--- config.mk ---
export PLATFORM = sky130hd
export DESIGN_NAME = split_dual_byte_pwm_timer
export DESIGN_NICKNAME = d
export VERILOG_FILES = /design/src/include/split_pwm_pkg.sv /design/src/design/peripheral_prescaler.sv /design/src/design/byte_down_counter.sv /design/src/design/split_dual_byte_pwm_timer.sv
export VERILOG_INCLUDE_DIRS = /design/src /design/src/include
export SDC_FILE = /design/constraint.sdc
export NUM_CORES = 1
export LEC_CHECK = 0
export BUFFER_PORTS_ARGS = -buffer_cell sky130_fd_sc_hd__buf_2
export CAP_MARGIN = 20
export CORE_MARGIN = 3
export CORE_UTILIZATION = 30
export CTS_CLUSTER_SIZE = 28
export DETAILED_ROUTE_END_ITERATION = 7
export PLACE_DENSITY = 0.46
export SLEW_MARGIN = 25
export SYNTH_ARGS = -nofsm -noshare
export SYNTH_HDL_FRONTEND = slang
export SYNTH_SLANG_ARGS = --single-unit
--- constraint.sdc ---
create_clock -name clk -period 3.75 [get_ports clk]
set_clock_uncertainty 0.2 [all_clocks]
set_input_delay 0.1875 -clock clk [delete_from_list [all_inputs] [get_ports clk]]
set_output_delay 0.1875 -clock clk [all_outputs]
set_load 0.01 [all_outputs]
--- src/include/split_pwm_cfg.svh ---
// register offsets, field positions, reset values and divider masks of the split pwm timer
// assumes a 32-bit apb slave with byte addresses, one register per aligned word
`ifndef SPLIT_PWM_CFG_SVH
`define SPLIT_PWM_CFG_SVH

// byte offsets
`define OFS_CTRL 8'h00
`define OFS_OUTCFG 8'h04
`define OFS_LPER 8'h08
`define OFS_HPER 8'h0c
`define OFS_LCMP 8'h10
`define OFS_HCMP 8'h14
`define OFS_LOW_COUNT 8'h18
`define OFS_HIGH_COUNT 8'h1c
`define OFS_FLAGS 8'h20
`define OFS_MASK 8'h24
`define OFS_CMD 8'h28

// ctrl fields
`define CTRL_SEL_LSB 0
`define CTRL_SPLIT_BIT 4
`define CTRL_HIRES_BIT 5
// outcfg fields: compare enables in 7:0, pin inversion in 15:8
`define OUTCFG_INV_LSB 8
// flag layout: 0 low underflow, 1 high underflow, 5:2 low compare a..d
`define FLAG_LUNF 0
`define FLAG_HUNF 1
`define FLAG_LCMP_LSB 2
// command bit
`define CMD_RESTART_BIT 0

// reset values
`define RST_PER 8'hff
`define RST_CMP 32'h0000_0000

// prescaler tick masks for the free divider count
`define MASK_DIV1 10'h000
`define MASK_DIV2 10'h001
`define MASK_DIV4 10'h003
`define MASK_DIV8 10'h007
`define MASK_DIV64 10'h03f
`define MASK_DIV256 10'h0ff
`define MASK_DIV1024 10'h3ff

`endif

--- src/include/split_pwm_pkg.sv ---
// types shared by the split pwm timer files
// assumes split_pwm_cfg.svh carries all numeric constants
`default_nettype none
package split_pwm_pkg;
  // shared counter clock choices; 1nnn picks event channel nnn
  typedef enum logic [3:0] {
    CLK_OFF = 4'b0000,
    CLK_DIV1 = 4'b0001,
    CLK_DIV2 = 4'b0010,
    CLK_DIV4 = 4'b0011,
    CLK_DIV8 = 4'b0100,
    CLK_DIV64 = 4'b0101,
    CLK_DIV256 = 4'b0110,
    CLK_DIV1024 = 4'b0111
  } clock_source_t;
  typedef logic [7:0] byte_t;
endpackage
`default_nettype wire

--- src/design/peripheral_prescaler.sv ---
// divider giving one-cycle tick enables from the peripheral clock
// assumes sel holds a prescaler code; event codes are handled by the caller
`include "split_pwm_cfg.svh"
`default_nettype none
module peripheral_prescaler (
  input wire logic clk, // peripheral clock
  input wire logic rst_b, // async reset, active low
  input wire logic run, // divider counts only while set
  input wire split_pwm_pkg::clock_source_t sel, // chosen division
  output logic tick // one-cycle enable at the chosen rate
);
  import split_pwm_pkg::*;

  logic [9:0] div_cnt; // free divider count
  logic [9:0] mask; // low bits that must be all ones

  // division decode
  always_comb begin
    case (sel)
      CLK_DIV2: mask = `MASK_DIV2;
      CLK_DIV4: mask = `MASK_DIV4;
      CLK_DIV8: mask = `MASK_DIV8;
      CLK_DIV64: mask = `MASK_DIV64;
      CLK_DIV256: mask = `MASK_DIV256;
      CLK_DIV1024: mask = `MASK_DIV1024;
      default: mask = `MASK_DIV1;
    endcase
  end

  assign tick = run && ((div_cnt & mask) == mask);

  // held at zero while stopped so the first period is a full one
  always_ff @(posedge clk or negedge rst_b) begin
    if (!rst_b) begin
      div_cnt <= 10'h000;
    end else if (!run) begin
      div_cnt <= 10'h000;
    end else begin
      div_cnt <= div_cnt + 10'h001;
    end
  end
endmodule
`default_nettype wire

--- src/design/byte_down_counter.sv ---
// one eight-bit down counter with four compare channels and their waveforms
// assumes tick is a one-cycle enable and load/restart come from the bus side
`default_nettype none
module byte_down_counter (
  input wire logic clk, // peripheral clock
  input wire logic rst_b, // async reset, active low
  input wire logic tick, // count enable
  input wire logic restart, // force count and waveforms to zero
  input wire logic load, // software write of the count
  input wire logic [7:0] load_value, // value written
  input wire logic [7:0] period, // top value reloaded after zero
  input wire logic [31:0] cmp, // four compare bytes, channel 0 lowest
  output logic [7:0] count, // current count
  output logic [3:0] wave, // waveform per channel
  output logic underflow, // pulse: count reached zero by counting
  output logic [3:0] match // pulse: count reached a compare value
);
  logic [7:0] next_count; // count after this cycle
  logic [3:0] next_wave; // waveform after this cycle
  logic changed; // count is updated this cycle
  logic counted; // update caused by a tick alone

  assign changed = restart | load | tick;
  assign counted = tick & ~restart & ~load;

  // write beats restart-free counting; zero reloads the period
  always_comb begin
    if (restart) begin
      next_count = 8'h00;
    end else if (load) begin
      next_count = load_value;
    end else if (tick) begin
      next_count = (count == 8'h00) ? period : count - 8'h01;
    end else begin
      next_count = count;
    end
  end

  // per channel: cleared at zero, set on equality, else held
  genvar ch;
  generate
    for (ch = 0; ch < 4; ch++) begin : g_ch
      assign next_wave[ch] = !changed ? wave[ch] :
                             (next_count == 8'h00) ? 1'b0 :
                             (next_count == cmp[ch*8 +: 8]) ? 1'b1 : wave[ch];
    end
  endgenerate

  // state update
  always_ff @(posedge clk or negedge rst_b) begin
    if (!rst_b) begin
      count <= 8'h00;
      wave <= 4'h0;
      underflow <= 1'b0;
      match <= 4'h0;
    end else begin
      count <= next_count;
      wave <= next_wave;
      underflow <= counted && count != 8'h00 && next_count == 8'h00;
      for (int i = 0; i < 4; i++) begin
        match[i] <= counted && next_count == cmp[i*8 +: 8];
      end
    end
  end
endmodule
`default_nettype wire

--- src/design/split_dual_byte_pwm_timer.sv ---
// split-mode timer: two eight-bit down counters, eight pwm pins, apb registers
// assumes apb master on clk, event channels asynchronous, port register on clk
`include "split_pwm_cfg.svh"
`default_nettype none

module split_dual_byte_pwm_timer (
  input wire logic clk, // peripheral clock, 125 mhz
  input wire logic rst_b, // async reset, active low
  input wire logic [7:0] paddr, // apb byte address
  input wire logic psel, // apb select
  input wire logic penable, // apb access phase
  input wire logic pwrite, // apb direction
  input wire logic [31:0] pwdata, // apb write data
  output logic [31:0] prdata, // apb read data
  output logic pready, // apb ready
  output logic pslverr, // apb error on unmapped address
  input wire logic [7:0] event_in, // event channels, asynchronous
  input wire split_pwm_pkg::byte_t port_out_reg, // port output register
  output logic [7:0] pin_out, // port pin value after override
  output logic irq, // level interrupt
  output logic [1:0] underflow_event, // pulses: 0 low, 1 high
  output logic [3:0] compare_event, // pulses: low compare a..d
  output logic [5:0] dma_req, // dma requests, flag layout
  output logic hires_enable // resolution extension enable
);
  import split_pwm_pkg::*;

  ////////////////////////////////////////////////////////////////////////////
  // registers
  logic split_mode; // 1 split, 0 normal
  clock_source_t clock_source_select; // shared clock choice
  logic hires_bit; // hires request
  logic [7:0] cmp_enable; // override enable per pin
  logic [7:0] pin_invert_enable; // inversion per pin
  logic [7:0] lper; // low period
  logic [7:0] hper; // high period
  logic [31:0] lcmp; // low compare values a..d
  logic [31:0] hcmp; // high compare values e..h
  logic [5:0] flags; // sticky status
  logic [5:0] mask; // interrupt mask
  logic [5:0] next_flags; // status after this cycle

  ////////////////////////////////////////////////////////////////////////////
  // apb decode
  wire setup = psel & ~penable; // first cycle of a transfer
  wire access = psel & penable & pready; // completing edge
  wire sel_ctrl = (paddr == `OFS_CTRL);
  wire sel_outcfg = (paddr == `OFS_OUTCFG);
  wire sel_lper = (paddr == `OFS_LPER);
  wire sel_hper = (paddr == `OFS_HPER);
  wire sel_lcmp = (paddr == `OFS_LCMP);
  wire sel_hcmp = (paddr == `OFS_HCMP);
  wire sel_low_count = (paddr == `OFS_LOW_COUNT);
  wire sel_high_count = (paddr == `OFS_HIGH_COUNT);
  wire sel_flags = (paddr == `OFS_FLAGS);
  wire sel_mask = (paddr == `OFS_MASK);
  wire sel_cmd = (paddr == `OFS_CMD);
  wire mapped = sel_ctrl | sel_outcfg | sel_lper | sel_hper | sel_lcmp | sel_hcmp |
                sel_low_count | sel_high_count | sel_flags | sel_mask | sel_cmd;
  wire wr = access & pwrite & mapped; // write takes effect
  wire restart = wr & sel_cmd & pwdata[`CMD_RESTART_BIT];
  wire [5:0] flag_clear = (wr & sel_flags) ? pwdata[5:0] : 6'h00;

  ////////////////////////////////////////////////////////////////////////////
  // clock selection
  logic [7:0] ev_s1; // first synchroniser stage
  logic [7:0] ev_s2; // second synchroniser stage
  logic [7:0] ev_s3; // edge history
  logic presc_tick; // prescaler enable
  wire running = split_mode & (clock_source_select != CLK_OFF);
  wire [7:0] ev_rise = ev_s2 & ~ev_s3; // one pulse per event
  wire ev_tick = ev_rise[clock_source_select[2:0]];
  wire tick = running & (clock_source_select[3] ? ev_tick : presc_tick);

  // event channel synchronisers
  always_ff @(posedge clk or negedge rst_b) begin
    if (!rst_b) begin
      ev_s1 <= 8'h00;
      ev_s2 <= 8'h00;
      ev_s3 <= 8'h00;
    end else begin
      ev_s1 <= event_in;
      ev_s2 <= ev_s1;
      ev_s3 <= ev_s2;
    end
  end

  peripheral_prescaler u_presc (
    .clk(clk),
    .rst_b(rst_b),
    .run(running & ~clock_source_select[3]),
    .sel(clock_source_select),
    .tick(presc_tick)
  );

  ////////////////////////////////////////////////////////////////////////////
  // the two counters share tick, keep own period and compares
  logic [7:0] low_byte_counter; // low count
  logic [7:0] high_byte_counter; // high count
  logic [3:0] lwave; // low waveforms
  logic [3:0] hwave; // high waveforms
  logic lunf; // low underflow pulse
  logic hunf; // high underflow pulse
  logic [3:0] lmatch; // low compare pulses
  logic [3:0] hmatch; // high compare pulses, no event by design

  byte_down_counter u_low (
    .clk(clk),
    .rst_b(rst_b),
    .tick(tick),
    .restart(restart),
    .load(wr & sel_low_count),
    .load_value(pwdata[7:0]),
    .period(lper),
    .cmp(lcmp),
    .count(low_byte_counter),
    .wave(lwave),
    .underflow(lunf),
    .match(lmatch)
  );

  byte_down_counter u_high (
    .clk(clk),
    .rst_b(rst_b),
    .tick(tick),
    .restart(restart),
    .load(wr & sel_high_count),
    .load_value(pwdata[7:0]),
    .period(hper),
    .cmp(hcmp),
    .count(high_byte_counter),
    .wave(hwave),
    .underflow(hunf),
    .match(hmatch)
  );

  ////////////////////////////////////////////////////////////////////////////
  // status: a set in the clearing cycle wins
  wire [5:0] flag_set = {lmatch, hunf, lunf};
  assign next_flags = (flags & ~flag_clear) | flag_set;

  // pin override: low channels on 3:0, high on 7:4
  wire [7:0] waves = {hwave, lwave};
  wire [7:0] next_pins = (split_mode ? cmp_enable : 8'h00) & (waves ^ pin_invert_enable) |
                         ~(split_mode ? cmp_enable : 8'h00) & port_out_reg;

  // read data selection
  wire [31:0] rdata = sel_ctrl ? {26'h0, hires_bit, split_mode, clock_source_select} :
                      sel_outcfg ? {16'h0, pin_invert_enable, cmp_enable} :
                      sel_lper ? {24'h0, lper} :
                      sel_hper ? {24'h0, hper} :
                      sel_lcmp ? lcmp :
                      sel_hcmp ? hcmp :
                      sel_low_count ? {24'h0, low_byte_counter} :
                      sel_high_count ? {24'h0, high_byte_counter} :
                      sel_flags ? {26'h0, flags} :
                      sel_mask ? {26'h0, mask} : 32'h0;

  ////////////////////////////////////////////////////////////////////////////
  // apb answer: one wait-free access phase, data captured at setup
  always_ff @(posedge clk or negedge rst_b) begin
    if (!rst_b) begin
      pready <= 1'b0;
      pslverr <= 1'b0;
      prdata <= 32'h0;
    end else begin
      pready <= setup;
      pslverr <= setup & ~mapped;
      prdata <= setup ? rdata : 32'h0;
    end
  end

  // configuration writes; periods reset to all ones
  always_ff @(posedge clk or negedge rst_b) begin
    if (!rst_b) begin
      split_mode <= 1'b0;
      clock_source_select <= CLK_OFF;
      hires_bit <= 1'b0;
      cmp_enable <= 8'h00;
      pin_invert_enable <= 8'h00;
      lper <= `RST_PER;
      hper <= `RST_PER;
      lcmp <= `RST_CMP;
      hcmp <= `RST_CMP;
      mask <= 6'h00;
    end else if (wr) begin
      if (sel_ctrl) begin
        clock_source_select <= clock_source_t'(pwdata[`CTRL_SEL_LSB +: 4]);
        split_mode <= pwdata[`CTRL_SPLIT_BIT];
        hires_bit <= pwdata[`CTRL_HIRES_BIT];
      end
      if (sel_outcfg) begin
        cmp_enable <= pwdata[7:0];
        pin_invert_enable <= pwdata[`OUTCFG_INV_LSB +: 8];
      end
      if (sel_lper) lper <= pwdata[7:0];
      if (sel_hper) hper <= pwdata[7:0];
      if (sel_lcmp) lcmp <= pwdata;
      if (sel_hcmp) hcmp <= pwdata;
      if (sel_mask) mask <= pwdata[5:0];
    end
  end

  // registered outputs and sticky status
  always_ff @(posedge clk or negedge rst_b) begin
    if (!rst_b) begin
      flags <= 6'h00;
      irq <= 1'b0;
      pin_out <= 8'h00;
      underflow_event <= 2'b00;
      compare_event <= 4'h0;
      dma_req <= 6'h00;
      hires_enable <= 1'b0;
    end else begin
      flags <= next_flags;
      irq <= |(next_flags & mask);
      pin_out <= next_pins;
      underflow_event <= {hunf, lunf};
      compare_event <= lmatch;
      dma_req <= next_flags;
      hires_enable <= hires_bit & split_mode;
    end
  end

  wire no_lwr = !(wr & sel_low_count) && !restart;
  wire no_hwr = !(wr & sel_high_count) && !restart;
endmodule
`default_nettype wire

==> results of run 1 <==
==> cells in the final DEF, fill, tap and decap left out, types with 11 or more instances in the layout <==
master         Yosys  layout
a211oi_1          21      15
a21o_1            14      14
a21oi_1           49      46
a221oi_1          20      19
a222oi_1          13      13
a22oi_1           43      43
buf_2             11     116
buf_4              0     168
clkbuf_16          0      32
dfrtp_1          212     210
dfstp_2           16      16
dlygate4sd3_1      0      51
inv_1             43      43
mux2_2            73      73
mux2i_1           13      12
nand2_1          120     119
nand2b_1          13      13
nand3_1           20      20
nor2_1            82      79
nor3_1            29      27
o21ai_0           76      76
o22ai_1           13      13
or3_1             11      11
xnor2_1           14      14
==> sequential cells by signal, summed over array words and instances (netlist names), 6 cells and up <==
name and count:
mask 6, pin_out 8, prdata 32, cmp_enable 8, ev_s2 8, lper 8
pin_invert_enable 8, u_presc.div_cnt 10, hcmp 32, u_high.count 8, lcmp 32, flags 6
ev_s1 8, u_low.count 8, ev_s3 8, hper 8
==> repair_timing <==
| action | 4_1_cts | 5_1_grt |
|---|---|---|
| setup endpoints to repair | 11 | 13 |
| resized for setup | 17 | 39 |
| hold endpoints to repair | 236 | 0 |
| setup buffers | 1 | 3 |
| pin swaps | 0 | 16 |
| hold buffers | 51 | 0 |
| gates cloned | 0 | 1 |
==> per-layer routing <==
metal | vias up | GRT usage | routed length [um]
li1 | 5037 | - | -
met2 | 450 | 0.420 | 25200
met5 | - | 0 | 39
met1 | 5692 | 0.355 | 23700
met4 | 2 | 0.0895 | 2240
met3 | 116 | 0.0373 | 3250
==> power breakdown <==
group | internal [mW] | switching [mW]
clock network | 1.68 | 1.12
logic | 0.125 | 0.202
registers | 2.48 | 0.0124
total | 4.29 | 1.34
==> metrics by stage <==
step	utilization	std cells	instance area, um2
floorplan	-	1177	11800
global placement	0.366	1920	14200
detailed placement	0.366	1920	14200
CTS	0.406	2021	15700
global route	0.412	2025	16000
finish	0.412	2026	16000
==> worst min path at each step <==
| stage | from | slack (ps) | depth (start not counted) | to |
|---|---|---|---|---|
| detailed placement | rst_b | 20 | 1 | ev_s1[2] |
| finish | rst_b | 20 | 2 | ev_s1[3] |
| CTS | rst_b | 10 | 2 | ev_s2[2] |
| global placement | rst_b | 20 | 1 | ev_s2[3] |
| floorplan | rst_b | -310 | 0 | clock_source_select[0] |
| global route | rst_b | 60 | 2 | ev_s2[4] |
==> Yosys cell counts (6+ instances only) <==
library cell	n	area [um2]
nor3_1	29	145
a31oi_1	10	62.6
o31ai_1	7	52.6
clkbuf_1	49	184
o211ai_1	9	67.6
o22ai_1	13	81.3
a222oi_1	13	130
nand3_1	20	100
dfstp_2	16	420
a211oi_1	21	158
nor2_1	82	308
nand4_1	10	62.6
a211o_1	7	61.3
o2111ai_1	11	96.3
xnor2_1	14	123
a22oi_1	43	323
or4b_1	6	60.1
nand2b_1	13	81.3
nor2b_1	9	56.3
o21ai_0	76	380
o21a_1	6	45.0
a21o_1	14	105
buf_2	11	55.1
dfrtp_1	212	5310
and2_1	6	37.5
nand2_1	120	450
a21oi_1	49	245
or3_1	11	68.8
mux2i_1	13	130
o221ai_1	8	70.1
nor4_1	13	81.3
a221oi_1	20	175
xor2_1	7	61.3
inv_1	43	161
and3_1	10	62.6
mux2_2	73	822
==> cell type report <==
type	instances	area share
antenna	1	0.000157
multi-input combinational	841	0.372
tap	518	0.0406
clock buffer	41	0.0548
inverter	44	0.0104
clock inverter	8	0.00478
timing repair buffer	345	0.158
sequential	228	0.359
==> cells by family after synthesis <==
group / after synthesis
adder cells (fa/ha/maj): 4
XOR/XNOR: 21
AO/OA/AOI/OAI: 363
multiplexers: 87
AND/OR/NAND/NOR: 366
buffers and inverters: 108
flip-flops: 228
==> critical path, cell delays in order (launching register included) <==
cell,delay (ps)
dfrtp_1,360
nand2b_1,140
mux4_2,500
buf_4,160
o22ai_4,240
o21ai_4,160
buf_4,170
a21oi_2,260
buf_4,190
a21oi_4,80
nor4_2,240
or4b_4,540
nor3b_2,320
==> flow_metrics.env, run 1 <==
export IMPL_postRouteAntennaNets=0
export IMPL_numClockSinks=228
export IMPL_syn_inst=1177
export IMPL_synth_adder_area_share=0.00424
export IMPL_cellPowerDensity_nw_per_um2=353
export IMPL_ys_flop_type="dfrtp_1"
export IMPL_ys_ff_latch=228
export IMPL_grt_remaining_overflow=0
export IMPL_required_ps=4000
export IMPL_gp_congestion=1.01
export IMPL_grt_pass1_vias=11300
export IMPL_first_pass_iters=7
export IMPL_hpwl_um=41800
export IMPL_post_route_drc_count=0
export IMPL_min_period_ps=3660
export IMPL_r2r_end="u_low.underflow"
export IMPL_cts_root_buf="clkbuf_16"
export IMPL_antenna_found_initial=2
export IMPL_nFillCells=3902
export IMPL_slew_limit_headroom=0.417
export IMPL_drt_iter0_markers=947
export IMPL_numPortBuffers=116
export IMPL_p_leak_nw=7.10
export IMPL_hp_class="in2async"
export IMPL_dp_slack_ps=-263
export IMPL_core_um2=38700
export IMPL_synth_edf_count=0
export IMPL_hold_viol_final=0
export IMPL_synth_distinct_cells=87
export IMPL_syn_num_nets=1242
export IMPL_critPathKind="reg2reg"
export IMPL_via_per_inst=5.58
export IMPL_nets=1553
export IMPL_fp_dieW_um=204
export IMPL_grt_pass1_wl_um=79900
export IMPL_worstSkewPairLatency_ps=570
export IMPL_die_h_um=204
export IMPL_cts_tree="done"
export IMPL_drv_slew=0
export IMPL_rows=72
export IMPL_rr_worst_depth=12
export IMPL_fin_crit_sh=0.977
export IMPL_r2r_start="ev_s3[7]"
export IMPL_grt_max_degree=84
export IMPL_vias=11300
export IMPL_crit_path_end="u_low.underflow"
export IMPL_totalPowerFinal_mw=5.63
export IMPL_ir_drop_uv=345
export IMPL_crit_fanout=6
export IMPL_cap_violations=0
export IMPL_cts_htree_levels=1
export IMPL_crit_start="ev_s3[7]"
export IMPL_rrSetupSlack_ps=90
export IMPL_io_pins=117
export IMPL_dieArea_um2=41800
export IMPL_whs_ps=16.6
export IMPL_setup_viol=0
export IMPL_start_util=0.305
export IMPL_status="finished clean"
export IMPL_cts_buffers=28
export IMPL_synth_top_family_by_area="compound AO/OA/AOI/OAI gates"
export IMPL_synth_compound_area_frac=0.220
export IMPL_drive_gt1_frac=0.334
export IMPL_start_kind="flip-flop"
export IMPL_synth_area_um2=11800
export IMPL_max_freq_mhz=273
export IMPL_end_kind="flip-flop"
export IMPL_clkTransAtPathRegs_ps=60
export IMPL_cts_buffer_depth=3
export IMPL_synth_seq_area_share=0.485
export IMPL_async_flop_share=1.00
export IMPL_synth_warnings=0
export IMPL_worstPathArrival_ps=3910
export IMPL_synthToLayoutAreaGrowth_pct=35.1
export IMPL_regArea_um2=5730
export IMPL_muxShareOfSynthArea=0.0826
export IMPL_track_usage=0.259
export IMPL_wl_per_cell_um=26.9
export IMPL_yosys_area_share_simple=0.156
export IMPL_setup_tns_final_ps=0
export IMPL_tightest_slew_ps=871
export IMPL_avgSynthCellArea_um2=10.0
export IMPL_multi_input_area_um2=5940
export IMPL_setup_slack_ps=86.3
export IMPL_synth_xor_area_frac=0.0156
export IMPL_wl_um=54400
No activity file was read; power rests on OpenSTA's default activity.
==> run 2, diff against run 1 <==
--- a/config.mk
+++ b/config.mk
@@ -8,11 +8,12 @@
 export LEC_CHECK = 0
 export BUFFER_PORTS_ARGS = -buffer_cell sky130_fd_sc_hd__buf_2
 export CAP_MARGIN = 20
-export CORE_MARGIN = 3
+export CORE_MARGIN = 5
 export CORE_UTILIZATION = 30
 export CTS_CLUSTER_SIZE = 28
 export DETAILED_ROUTE_END_ITERATION = 7
 export PLACE_DENSITY = 0.46
+export RECOVER_POWER = 25
 export SLEW_MARGIN = 25
 export SYNTH_ARGS = -nofsm -noshare
 export SYNTH_HDL_FRONTEND = slang
==> run 2 against run 1 <==
Effect of this change:
- total power shrank 2.0%
- count of clock-buffer cells in the layout shrank 4
- the flow now finishes with violations (max-capacitance violations, max-slew violations)
- non-clock buffer count shrank 16
- critical endpoint is now u_high.wave[3]
- critical path depth shrank 1
- die area grew 4.0%
- largest cell class unchanged
- design area shrank 2.3%
- routed wire length shrank 1.6%
- cell count shrank 0.84%
- via count shrank 0.43%
- clock power shrank 4%
- hold slack gained 66 ps
- flip-flop and latch count is the same
==> flow_metrics.env, run 2 (same netlist as run 1, synthesis figures left out) <==
export IMPL_share_comb_of_total_power=0.059
export IMPL_gp_congestion=1.02
export IMPL_slowest_stage="a2111o_1"
export IMPL_dp_cells=1905
export IMPL_status="finished with violations"
export IMPL_vias=11200
export IMPL_nFillCells=3903
export IMPL_n_antenna_cell=0
export IMPL_multi_input_area_um2=5800
export IMPL_crit_top_cell="or4_1"
export IMPL_wl_per_cell_um=26.7
export IMPL_postRouteAntennaNets=0
export IMPL_grt_max_degree=100
export IMPL_worst_path_buf_inv=2
export IMPL_rrSetupSlack_ps=100
export IMPL_end_kind="flip-flop"
export IMPL_die_h_um=208
export IMPL_required_ps=3990
export IMPL_clock_power_share=0.488
export IMPL_core_um2=38800
export IMPL_fp_dieW_um=208
export IMPL_cts_root_buf="clkbuf_16"
export IMPL_cts_buffers=27
export IMPL_track_usage=0.240
export IMPL_crit_path_cell_trace="dlygate4sd3_1 -> buf_2 -> or4b_4 -> a2111o_1 -> or2_4 -> o21ai_0 -> nor2_1 -> or4_1 -> or4_1 -> nand2b_4 -> o21a_1"
export IMPL_grt_remaining_overflow=0
export IMPL_reg_largest_list="hcmp x32, lcmp x32, prdata x32"
export IMPL_crit_fanout=9
export IMPL_worstSkewPairLatency_ps=560
export IMPL_nets=1536
export IMPL_internal_power_mw=4.20
export IMPL_via_per_inst=5.60
export IMPL_numPortBuffers=116
export IMPL_totalPowerFinal_mw=5.51
export IMPL_first_pass_iters=6
export IMPL_clkTransAtPathRegs_ps=60
export IMPL_drt_iter0_markers=954
export IMPL_rows=72
export IMPL_final_cells=2009
export IMPL_regArea_um2=5730
export IMPL_ir_drop_uv=277
export IMPL_grt_pass1_vias=11400
export IMPL_min_period_ps=3680
export IMPL_tightest_slew_ps=2700
export IMPL_pwr_share_seq=0.453
export IMPL_final_common_cell="dfrtp_1"
export IMPL_cts_buffer_depth=3
export IMPL_cp_top_family="simple AND/OR/NAND/NOR gates"
export IMPL_p_leak_nw=6.93
export IMPL_slew_limit_headroom=-0.803
export IMPL_numClockSinks=228
export IMPL_cp_slowest_stage_delay_ps=660
export IMPL_cts_tree="done"
export IMPL_p_sw_mw=1.31
export IMPL_start_kind="input pin"
export IMPL_max_freq_mhz=272
export IMPL_swShare=0.238
export IMPL_cellPowerDensity_nw_per_um2=354
export IMPL_cap_violations=1
export IMPL_start_util=0.304
export IMPL_grt_pass1_wl_um=79200
export IMPL_hold_viol_final=0
export IMPL_io_pins=117
export IMPL_synthToLayoutAreaGrowth_pct=32.0
export IMPL_setup_viol=0
export IMPL_failed_checks="max-capacitance violations, max-slew violations"
export IMPL_cts_htree_levels=1
export IMPL_hpwl_um=41000
export IMPL_hp_class="in2reg"
export IMPL_post_route_drc_count=0
export IMPL_drv_slew=98
export IMPL_antenna_found_initial=1
export IMPL_wl_um=53600
export IMPL_worstPathArrival_ps=3920
export IMPL_layout_common_cells="dfrtp_1 (212), buf_4 (154), nand2_1 (118)"
export IMPL_critPathKind="in2reg"
export IMPL_dieArea_um2=43400
export IMPL_fin_crit_sh=0.980
export IMPL_drive_gt1_frac=0.311
run 2: cell count changes in the layout (fill, tap and decap cells not counted), sizes merged:
cell,change
clkinv,+1
dlygate4sd3,+3
bufinv,+2
diode,-1
buf,-23
inv,-1
clkinvlp,+2
run 2: final cells by class:
type                       count  share of cell area
multi-input combinational    841               0.372
sequential                   228               0.367
timing repair buffer         329               0.151
clock buffer                  37              0.0477
tap                          518              0.0416
inverter                      44              0.0106
clock inverter                12             0.00947
run 2: per-stage QoR:
stage	hold WS, ps	setup WS (ps)	area [um2]	utilization	setup TNS [ps]
after CTS	49.4	21.1	15500	0.398	0
after global placement	96.7	-59.3	14000	0.361	-203
after floorplan	-308	206	11800	-	0
final	83.1	73.6	15600	0.402	0
after global routing	62.8	-24.9	15600	0.402	-36.1
after detailed placement	103	-7.55	14000	0.361	-7.55
run 2: path summary, 6_finish.rpt:
| path | endpoint | cells after the start | from |
|---|---|---|---|
| setup / recovery | u_high.wave[3] | 11 | paddr[1] |
| hold / removal | ev_s1[0] | 2 | event_in[0] |
| setup reg to reg | u_high.wave[3] | 10 | clock_source_select[2] |
| hold reg to reg | ev_s2[5] | 0 | ev_s1[5] |
| max in group asynchronous | hcmp[3] | 2 | rst_b |
| min in group asynchronous | ev_s1[0] | 2 | rst_b |
run 2: per-layer routing:
metal  vias to the layer above  wire [um]  track usage
met4                         2       2370       0.0899
met3                       110       3090       0.0360
met2                       445      24900        0.388
met1                      5671      23200        0.329
li1                       5020          -            -
met5                         -          8            0
run 2: timing repair:
action	4_1_cts	5_1_grt
setup endpoints to repair	2	13
pin swaps	0	3
hold buffers	54	0
setup buffers	0	1
gates resized for setup	2	29
hold endpoints to repair	191	0
run 2: power groups by stage:
stage                     Sequential (mW)  Combinational [mW]  Clock, mW
after CTS                            2.50               0.324       2.76
after detailed placement             2.54               0.280          0
after floorplan                      2.54              0.0812          0
after global routing                 2.50               0.352       2.85
final                                2.50               0.324       2.69
after global placement               2.54               0.279          0
run 2: worst register-to-register path, cell delays in order, from the launching register on:
cell,delay (ps)
dfrtp_1,480
nand2b_1,230
o221ai_4,290
and2_1,340
o21ai_4,220
a211oi_2,360
a211oi_2,90
or4_1,550
or4_1,470
nand2b_4,190
o21a_1,120
